$ cat src/fpc_map.vh
// Purpose: constants for the fp condition predicate evaluator
// Assumes: apb byte addressing, 32-bit data
// Notes: offsets are byte addresses
`ifndef FPC_MAP_VH
`define FPC_MAP_VH
`define FPC_OFF_CTRL 12'h000
`define FPC_OFF_COND 12'h004
`define FPC_OFF_RES 12'h008
`define FPC_OFF_CNT 12'h00C
`define FPC_CTRL_PRED_LSB 0
`define FPC_CTRL_REGOUT_BIT 8
`define FPC_COND_N_BIT 3
`define FPC_COND_Z_BIT 2
`define FPC_COND_UNORD_BIT 0
`define FPC_RES_TRUE_BIT 0
`define FPC_RES_EXC_BIT 1
`define FPC_RES_INV_BIT 2
`define FPC_RES_SIG_BIT 3
`define FPC_CTRL_RST 32'h0000_0000
`define FPC_COND_RST 32'h0000_0000
`endif
`default_nettype wire

$ cat src/fpc_eval.v
// Purpose: combinational floating-point condition test evaluator
// Assumes: predicate is 6 bits, condition bits from current cc byte
// Notes: bit 4 of predicate selects signaling test
`default_nettype none
module fpc_eval (
    // test select
    input wire [5:0] pred,
    // condition bits
    input wire unordered_operand_flag,
    input wire zero_flag,
    input wire neg_flag,
    // results
    output reg result,
    output reg unordered_branch_exception,
    output reg signaling,
    output reg invalid
);
    reg base;
    reg u;
    reg z;
    reg n;
    always @* begin
        u = unordered_operand_flag;
        z = zero_flag;
        n = neg_flag;
        base = 1'b0;
        // low four bits name the test; complemented bits mean cleared
        case (pred[3:0])
            4'h0: base = 1'b0;
            4'h1: base = z;
            4'h2: base = ~(u | z | n);
            4'h3: base = z | ~(u | n);
            4'h4: base = n & ~(u | z);
            4'h5: base = z | (n & ~u);
            4'h6: base = ~(u | z);
            4'h7: base = ~u;
            4'h8: base = u;
            4'h9: base = u | z;
            4'hA: base = u | ~(n | z);
            4'hB: base = u | z | ~n;
            4'hC: base = u | (n & ~z);
            4'hD: base = u | z | n;
            4'hE: base = ~z;
            4'hF: base = 1'b1;
            default: base = 1'b0;
        endcase
        invalid = pred[5];
        signaling = pred[4] & ~pred[5];
        result = base & ~pred[5];
        unordered_branch_exception = signaling & u;
    end
endmodule // fpc_eval
`default_nettype wire

$ cat src/fpc_apb.v
// Purpose: apb slave register file for the evaluator
// Assumes: one wait state, 32-bit data
// Notes: unmapped reads return zero and raise pslverr
`include "fpc_map.vh"
`default_nettype none
module fpc_apb (
    // apb
    input wire pclk,
    input wire presetn,
    input wire psel,
    input wire penable,
    input wire pwrite,
    input wire [11:0] paddr,
    input wire [31:0] pwdata,
    output reg [31:0] prdata,
    output reg pready,
    output reg pslverr,
    // block side
    output reg [31:0] ctrl_reg,
    output reg [31:0] cond_reg,
    input wire [31:0] res_word,
    input wire [31:0] cnt_word
);
    reg [31:0] rd_next;
    reg hit;
    always @* begin
        hit = 1'b1;
        rd_next = 32'h0000_0000;
        case (paddr)
            `FPC_OFF_CTRL: rd_next = ctrl_reg;
            `FPC_OFF_COND: rd_next = cond_reg;
            `FPC_OFF_RES: rd_next = res_word;
            `FPC_OFF_CNT: rd_next = cnt_word;
            default: hit = 1'b0;
        endcase
    end
    always @(posedge pclk or negedge presetn) begin
        if (!presetn) begin
            ctrl_reg <= `FPC_CTRL_RST;
            cond_reg <= `FPC_COND_RST;
            prdata <= 32'h0000_0000;
            pready <= 1'b0;
            pslverr <= 1'b0;
        end else begin
            // answer one cycle into the access phase
            pready <= psel & penable & ~pready;
            pslverr <= psel & penable & ~pready & ~hit;
            prdata <= (psel & penable & ~pready & ~pwrite) ? rd_next : 32'h0000_0000;
            if (psel & penable & pready & pwrite) begin
                if (paddr == `FPC_OFF_CTRL)
                    ctrl_reg <= {23'h00_0000, pwdata[8:0]};
                if (paddr == `FPC_OFF_COND)
                    cond_reg <= {28'h000_0000, pwdata[3:0]};
            end
        end
    end
endmodule // fpc_apb
`default_nettype wire

$ cat src/fpc_top.v
// Purpose: fp condition predicate evaluator with apb access
// Assumes: one clock pclk at 20 MHz, inputs synchronous
// Notes: direct ports give same-cycle result into output flops
//
// How it works
// - 000001 zero set, 001110 zero clear
// - 010010 all clear, 011101 any set
// - 010011/011100 greater-equal pair, signaling
// - 010100/011011 less-than pair, signaling
// - 010101/011010 less-equal pair, signaling
// - 010110/011001 greater-less pair, signaling
// - 010111 ordered, 011000 unordered, signaling
// - report signaling flag with the result
// - 000010/001101 aware greater pair, quiet
// - 000011/001100 aware greater-equal pair, quiet
// - 000100/001011 aware less-than pair, quiet
// - 000101/001010 aware less-equal pair, quiet
// - 000110/001001 aware greater-less pair, quiet
// - 000111/001000 ordered and unordered, quiet
// - 000000 false, 001111 true, quiet
// - 010000 false, 011111 true, signaling
// - 010001 zero set, 011110 zero clear
// - complemented bit means bit must be clear
//
// The register addresses and register access over APB were chosen for this implementation.
`include "fpc_map.vh"
`default_nettype none
module fpc_top (
    // clock and reset
    input wire pclk,
    input wire presetn,
    // apb
    input wire psel,
    input wire penable,
    input wire pwrite,
    input wire [11:0] paddr,
    input wire [31:0] pwdata,
    output wire [31:0] prdata,
    output wire pready,
    output wire pslverr,
    // sequencer side
    input wire eval_valid,
    input wire [5:0] eval_pred,
    input wire [7:0] cond_byte,
    // results, registered
    output reg eval_done,
    output reg eval_result,
    output reg unordered_branch_exception,
    output reg eval_signaling,
    output reg eval_invalid
);
    wire [31:0] ctrl_reg;
    wire [31:0] cond_reg;
    wire d_res;
    wire d_exc;
    wire d_sig;
    wire d_inv;
    wire r_res;
    wire r_exc;
    wire r_sig;
    wire r_inv;
    reg [15:0] exc_cnt_reg;

    // datapath for the sequencer port, same cycle
    fpc_eval u_direct (
        .pred(eval_pred),
        .unordered_operand_flag(cond_byte[`FPC_COND_UNORD_BIT]),
        .zero_flag(cond_byte[`FPC_COND_Z_BIT]),
        .neg_flag(cond_byte[`FPC_COND_N_BIT]),
        .result(d_res),
        .unordered_branch_exception(d_exc),
        .signaling(d_sig),
        .invalid(d_inv)
    );

    // software-driven copy for register test access
    fpc_eval u_soft (
        .pred(ctrl_reg[5:0]),
        .unordered_operand_flag(cond_reg[`FPC_COND_UNORD_BIT]),
        .zero_flag(cond_reg[`FPC_COND_Z_BIT]),
        .neg_flag(cond_reg[`FPC_COND_N_BIT]),
        .result(r_res),
        .unordered_branch_exception(r_exc),
        .signaling(r_sig),
        .invalid(r_inv)
    );

    fpc_apb u_apb (
        .pclk(pclk),
        .presetn(presetn),
        .psel(psel),
        .penable(penable),
        .pwrite(pwrite),
        .paddr(paddr),
        .pwdata(pwdata),
        .prdata(prdata),
        .pready(pready),
        .pslverr(pslverr),
        .ctrl_reg(ctrl_reg),
        .cond_reg(cond_reg),
        .res_word({28'h000_0000, r_sig, r_inv, r_exc, r_res}),
        .cnt_word({16'h0000, exc_cnt_reg})
    );

    // outputs captured from the same-cycle evaluation
    always @(posedge pclk or negedge presetn) begin
        if (!presetn) begin
            eval_done <= 1'b0;
            eval_result <= 1'b0;
            unordered_branch_exception <= 1'b0;
            eval_signaling <= 1'b0;
            eval_invalid <= 1'b0;
            exc_cnt_reg <= 16'h0000;
        end else begin
            eval_done <= eval_valid;
            if (eval_valid) begin
                eval_result <= d_res;
                unordered_branch_exception <= d_exc;
                eval_signaling <= d_sig;
                eval_invalid <= d_inv;
                if (d_exc && exc_cnt_reg != 16'hFFFF)
                    exc_cnt_reg <= exc_cnt_reg + 16'h0001;
            end
        end
    end
endmodule // fpc_top
`default_nettype wire

$ cat config.mk
export PLATFORM = sky130hd
export DESIGN_NAME = fpc_top
export DESIGN_NICKNAME = d
export VERILOG_FILES = /design/src/fpc_eval.v /design/src/fpc_apb.v /design/src/fpc_top.v
export VERILOG_INCLUDE_DIRS = /design/src
export SDC_FILE = /design/constraint.sdc
export NUM_CORES = 1
export LEC_CHECK = 0
export BUFFER_PORTS_ARGS = -buffer_cell sky130_fd_sc_hd__buf_4
export CORE_AREA = 3 3 104 106
export CTS_CLUSTER_DIAMETER = 80
export CTS_CLUSTER_SIZE = 30
export DETAILED_ROUTE_END_ITERATION = 6
export DIE_AREA = 0 0 107 109
export PLACE_DENSITY = 0.51
export SETUP_SLACK_MARGIN = 0.2
export SLEW_MARGIN = 25
export SYNTH_ARGS = -nofsm -noshare
export SYNTH_HDL_FRONTEND = slang
export SYNTH_SLANG_ARGS = --single-unit
export TNS_END_PERCENT = 20
$ cat constraint.sdc
create_clock -name pclk -period 2.2 [get_ports pclk]
set_clock_uncertainty 0.2 [all_clocks]
set_input_delay 0.44 -clock pclk [delete_from_list [all_inputs] [get_ports pclk]]
set_output_delay 0.44 -clock pclk [all_outputs]
set_load 0.005 [all_outputs]
==> results of run 1 <==
placed cells by master, fill, tap and decap left out, types with 2 or more instances in the layout:
master,count
xor2_1,4
mux2_2,19
a22oi_1,8
buf_4,69
nor3b_1,2
clkinv_4,2
inv_1,7
nor2_1,14
nand4b_1,2
o21ai_0,5
nand3_1,6
and3_1,3
xnor2_1,9
nor3_1,4
and2_1,8
a21oi_1,8
nor4_4,3
clkbuf_8,5
nand2b_1,4
dfrtp_1,51
nand2_1,11
nand4_1,7
conb_1,16
power breakdown:
group	leakage [nW]	internal [mW]	switching (mW)	total (mW)
combinational	0.755	0.120	0.107	0.227
sequential	0.701	1.00	0.0583	1.06
clock	0.0487	0.233	0.341	0.574
total	1.50	1.36	0.507	1.86
cell type report:
class | count | area [um^2] | area share (%)
clock buffer | 5 | 68.8 | 2.14
inverter | 7 | 26.3 | 0.818
sequential | 52 | 1300 | 40.6
multi-input combinational | 152 | 1090 | 34.0
tap | 133 | 166 | 5.18
timing repair buffer | 70 | 528 | 16.4
clock inverter | 3 | 26.3 | 0.818
path summary, 6_finish.rpt:
kind,startpoint,end,cells after the start
worst max-delay path,paddr[9],u_apb.ctrl_reg[2],6
worst min-delay path,eval_valid,eval_done,1
worst max register to register,exc_cnt_reg[1],exc_cnt_reg[11],5
worst min register to register,exc_cnt_reg[9],exc_cnt_reg[9],1
max in group asynchronous,presetn,exc_cnt_reg[0],2
min in group asynchronous,presetn,u_apb.prdata[14],2
cells by family (layout without fill, tap and decap cells):
| logic type | count (synthesis) | count (layout) | synth area share, % |
|---|---|---|---|
| buf+inv | 27 | 85 | 6.52 |
| mux | 21 | 21 | 9.95 |
| other cells | 1 | 16 | 0.151 |
| fa+ha+maj | 1 | 1 | 0.505 |
| flops | 52 | 52 | 52.6 |
| xor+xnor | 13 | 13 | 4.60 |
| simple gates | 72 | 72 | 18.0 |
| compound gates | 29 | 29 | 7.73 |
through the flow:
step,hold slack (ns),area [um^2]
after detailed placement,0.286,3080
after CTS,0.0762,3190
final,0.0887,3210
after global routing,0.0685,3210
after floorplan,-0.0556,2550
after global placement,0.271,3080
worst register-to-register path, cell delays in order (launching register included):
cell and delay (ns):
dfrtp_1 0.42, ha_2 0.21, inv_1 0.06, or4_4 0.58
and3_1 0.20, xor2_1 0.14
repair_timing:
action,CTS,global route
setup endpoints to repair,1,5
gates resized for setup,1,2
buffers inserted,0,2
hold buffers,1,0
endpoints found under the hold margin,52,0
pin swaps,0,1
per-layer routing:
metal	up-vias	global-route usage, %	wire length, um
met2	55	14.7	2570
met4	0	3.01	59
met5	-	0	0
li1	874	-	-
met3	5	2.19	296
met1	845	11.3	2330
==> reports/results.txt, run 1 <==
outcome: completed
FMAX: 0.523 GHz
post-synthesis average cell area: 11.5 um^2
R2R Setup Slk: 0.29 ns
I/O pins: 103
CTS clk-pin slew, worst paths: 0.11 ns
CP Max Fanout: 6
Inserted Diodes: 0
CP delay by family, top: simple AND/OR/NAND/NOR gates
# DRC: 0
crit-path cells: buf_4 > nor4_4 > nand3_2 > nor4_4 > buf_4 > mux2_2
CTS Sinks: 52
post-route setup TNS: 0 ns
1st-pass router iterations: 4
CTS Buffer Depth: 2
Wirelength per Cell: 12.4 um
Syn-to-layout area delta: 29.7%
GRT Util Overall: 8.85%
Place WS: -0.0517 ns
Pwr Density: 580 nW/um^2
leakage dissipation: 1.50 nW
largest cells by area after synthesis: dfrtp_1 53%, mux2_2 8.6%, buf_4 4.9%
Final min period: 1.91 ns
Final setup viols: 0
Clock Latency Late Sink: 0.31 ns
vias in the first global route: 1677
Worst setup SP type: input port
Buffers on Ports: 58
Max-Slew Margin vs Limit: 55.8%
Fin. Hold Viols: 0
WP buf/inv: 2
EDFF count, synth: 0
Clk Tree Root Cell: clkbuf_8
vias per cell: 4.22
Cell Rows: 36
predominant post-synthesis flop cell: dfrtp_1
largest stage delay on the critical path: 0.34 ns
area of the die: 11700 um^2
Inst Count DP: 411
crit path DAT: 1.91 ns
RSZ-0062 raised after global routing: yes
final std cells w/o fill: 422
post-route ant nets: 0
post-route setup slack: 0.289 ns
overall power: 1.86 mW
worst endpoint required time: 2.20 ns
DP HPWL: 3910 um
synth warn: 0
Synth Instances: 216
Slew @ Worst Pin: 0.663 ns
Vias: 1779
routability congestion estimate from global placement: 0.774
Max Cap Viol: 0
Synth area leader: dfrtp_1
Max stage delay cell, worst path: mux2_2
Crit. End Element: register
WS Path Type: input port to register
Synth cell types: 42
share of cells above drive strength 1: 37.4%
sequential fraction of the synthesis area: 52.6%
asr flop ratio synth: 100%
GR Overflow Total: 0
Tcrit/Tclk final: 86.8%
fill cell count: 999
Post-Syn Area: 2480 um^2
CTS tree: done
pin count of the biggest net entering global routing: 53
Die Ht: 109 um
Initial Util: 25.1%
H-tree levels: 2
Core Util, Final: 32.6%
global-route wire length before repair: 8210 um
CTS buffer count: 5
VDD IR max: 0.231 mV
DRT Wirelength: 5250 um
Yosys top cell area share: 52.6%
drt initial violations: 65
most instantiated cells after synthesis: 52 x dfrtp_1, 19 x mux2_2, 16 x buf_4
fin. max-slew vios: 0
Die W: 107 um
synthesis-stage register bit count: 52
count leader, synth: dfrtp_1
initial antenna violation count: 0
HP Class: input port to register
core area: 9860 um^2
nets@finish: 353
Power figures use the tool's default switching activity.
==> run 2, diff against run 1 <==
--- a/config.mk
+++ b/config.mk
@@ -6,7 +6,7 @@
 export SDC_FILE = /design/constraint.sdc
 export NUM_CORES = 1
 export LEC_CHECK = 0
-export BUFFER_PORTS_ARGS = -buffer_cell sky130_fd_sc_hd__buf_4
+export BUFFER_PORTS_ARGS = -buffer_cell sky130_fd_sc_hd__buf_2
 export CORE_AREA = 3 3 104 106
 export CTS_CLUSTER_DIAMETER = 80
 export CTS_CLUSTER_SIZE = 30
==> reports/results.txt, run 2 (synthesis results as in run 1) <==
I/O pins: 103 (unchanged)
WS Path Type: register to register
HP Class: input port to register
WP buf/inv: 0 (-2)
CTS buffer count: 5 (unchanged)
CTS Sinks: 52 (unchanged)
Clk Tree Root Cell: clkbuf_8
Initial Util: 25.1% (unchanged)
CP Max Fanout: 6 (unchanged)
Fin. Hold Viols: 0 (unchanged)
GR Overflow Total: 0 (unchanged)
GRT Util Overall: 9.10% (+0.26 points)
outcome: completed
worst endpoint required time: 2.19 ns (about the same)
global-route wire length before repair: 8520 um (+3.8%)
Worst setup SP type: register
CP delay by family, top: simple AND/OR/NAND/NOR gates
Buffers on Ports: 58 (unchanged)
FMAX: 0.518 GHz (-1.0%)
DRT Wirelength: 5220 um (-0.48%)
RSZ-0062 raised after global routing: yes
pin count of the biggest net entering global routing: 47 (-11%)
commonest non-fill, non-tap cells in the layout: 58 x buf_2, 52 x dfrtp_1, 19 x mux2_2, 16 x conb_1, 14 x nor2_1
Die Ht: 109 um (unchanged)
Final setup viols: 0 (unchanged)
Die W: 107 um (unchanged)
Pwr Density: 650 nW/um^2 (+12%)
CTS tree: done
CTS Buffer Depth: 2 (unchanged)
Vias: 1790 (+0.62%)
initial antenna violation count: 0 (unchanged)
largest stage delay on the critical path: 0.61 ns (+0.27 ns)
Final min period: 1.93 ns (+0.0202 ns)
Cell Rows: 36 (unchanged)
DP Area: 2970 um^2 (-3.6%)
Syn-to-layout area delta: 26.5%
drt initial violations: 55 (-15%)
1st-pass router iterations: 4 (unchanged)
Max Cap Viol: 0 (unchanged)
vias per cell: 4.22 (+0.14%)
crit path DAT: 1.93 ns (+0.02 ns)
# DRC: 0 (unchanged)
core area: 9860 um^2 (unchanged)
vias in the first global route: 1772 (+5.7%)
Inserted Diodes: 0 (unchanged)
nets@finish: 356 (+0.85%)
overall power: 2.04 mW (+9.4%)
Core Util, Final: 31.7% (-0.81 points)
VDD IR max: 0.263 mV (+14%)
crit-path cells: nand4_1 > or4_4 > and3_1 > xor2_1
routability congestion estimate from global placement: 0.767 (-0.90%)
Max stage delay cell, worst path: or4_4
DP HPWL: 3990 um (+1.8%)
post-route ant nets: 0 (unchanged)
Wirelength per Cell: 12.3 um (-0.95%)
most common cell after layout, fill and taps aside: buf_2
H-tree levels: 2 (unchanged)
CTS clk-pin slew, worst paths: 0.10 ns (about the same)
Clock Latency Late Sink: 0.31 ns (about the same)
leakage dissipation: 1.51 nW (+0.45%)
area of the die: 11700 um^2 (unchanged)
share of cells above drive strength 1: 37.1% (-0.26 points)
fin. max-slew vios: 0 (unchanged)
Crit. End Element: register
Tcrit/Tclk final: 87.8% (+0.92 points)
Design Area, Final: 3130 um^2 (-2.5%)
==> run 2: cell types whose count changed in the layout (fill, tap and decap cells not counted) <==
cell,delta
buf_2,+58
ha_2,-1
inv_6,-1
dfrtp_1,+1
buf_12,+1
buf_4,-56
bufinv_16,+2
clkinv_4,-2
ha_1,+1
dfrtp_2,-1
==> run 2: cell type report <==
class,instances,area [um^2]
inverters,7,26.3
multi-input cells,152,1090
well taps,133,166
repair buffers,73,418
clock buffers,5,68.8
clock inverters,2,60.1
fillers,1010,6730
flip-flops and latches,52,1300
==> run 2: power breakdown <==
part	total, mW	internal [mW]	switching [mW]
clock network	0.755	0.448	0.308
logic	0.235	0.111	0.124
registers	1.05	1.00	0.0454
==> run 2: what timing repair did <==
item                                   CTS  global route
endpoints found under the hold margin    6             0
hold buffers                             1             0
cloned                                   0             0
pin swaps                                0             1
setup endpoints to repair                1             2
buffers inserted                         0             2
resized for setup                        1             0
==> run 2: path summary, 6_finish.rpt <==
path | startpoint | to | slack [ns] | depth (start not counted)
min reg2reg | exc_cnt_reg[15] | exc_cnt_reg[15] | 0.29 | 1
max reg2reg | exc_cnt_reg[6] | exc_cnt_reg[11] | 0.27 | 4
max | exc_cnt_reg[6] | exc_cnt_reg[11] | 0.27 | 4
min in group asynchronous | presetn | eval_done | 0.31 | 2
min | eval_valid | eval_done | 0.12 | 1
max in group asynchronous | presetn | exc_cnt_reg[2] | 0.98 | 3
==> run 2: per-layer routing <==
metal	GRT usage [%]	up-vias	part of all wire, %
li1	-	883	-
met2	15.8	44	50
met5	0	-	0
met4	3.29	0	1.7
met3	1.78	6	5.2
met1	11.3	857	43
==> run 2: through the flow <==
step / instances / hold WS [ns] / TNS [ns] / setup WS, ns
2_1_floorplan: 231 / -0.0556 / 0 / 0.111
3_3_place_gp: 414 / 0.107 / -0.104 / -0.0190
3_5_place_dp: 414 / 0.110 / -0.190 / -0.0367
4_1_cts: 422 / 0.105 / 0 / 0.231
5_1_grt: 424 / 0.112 / 0 / 0.196
6_report: 424 / 0.117 / 0 / 0.269
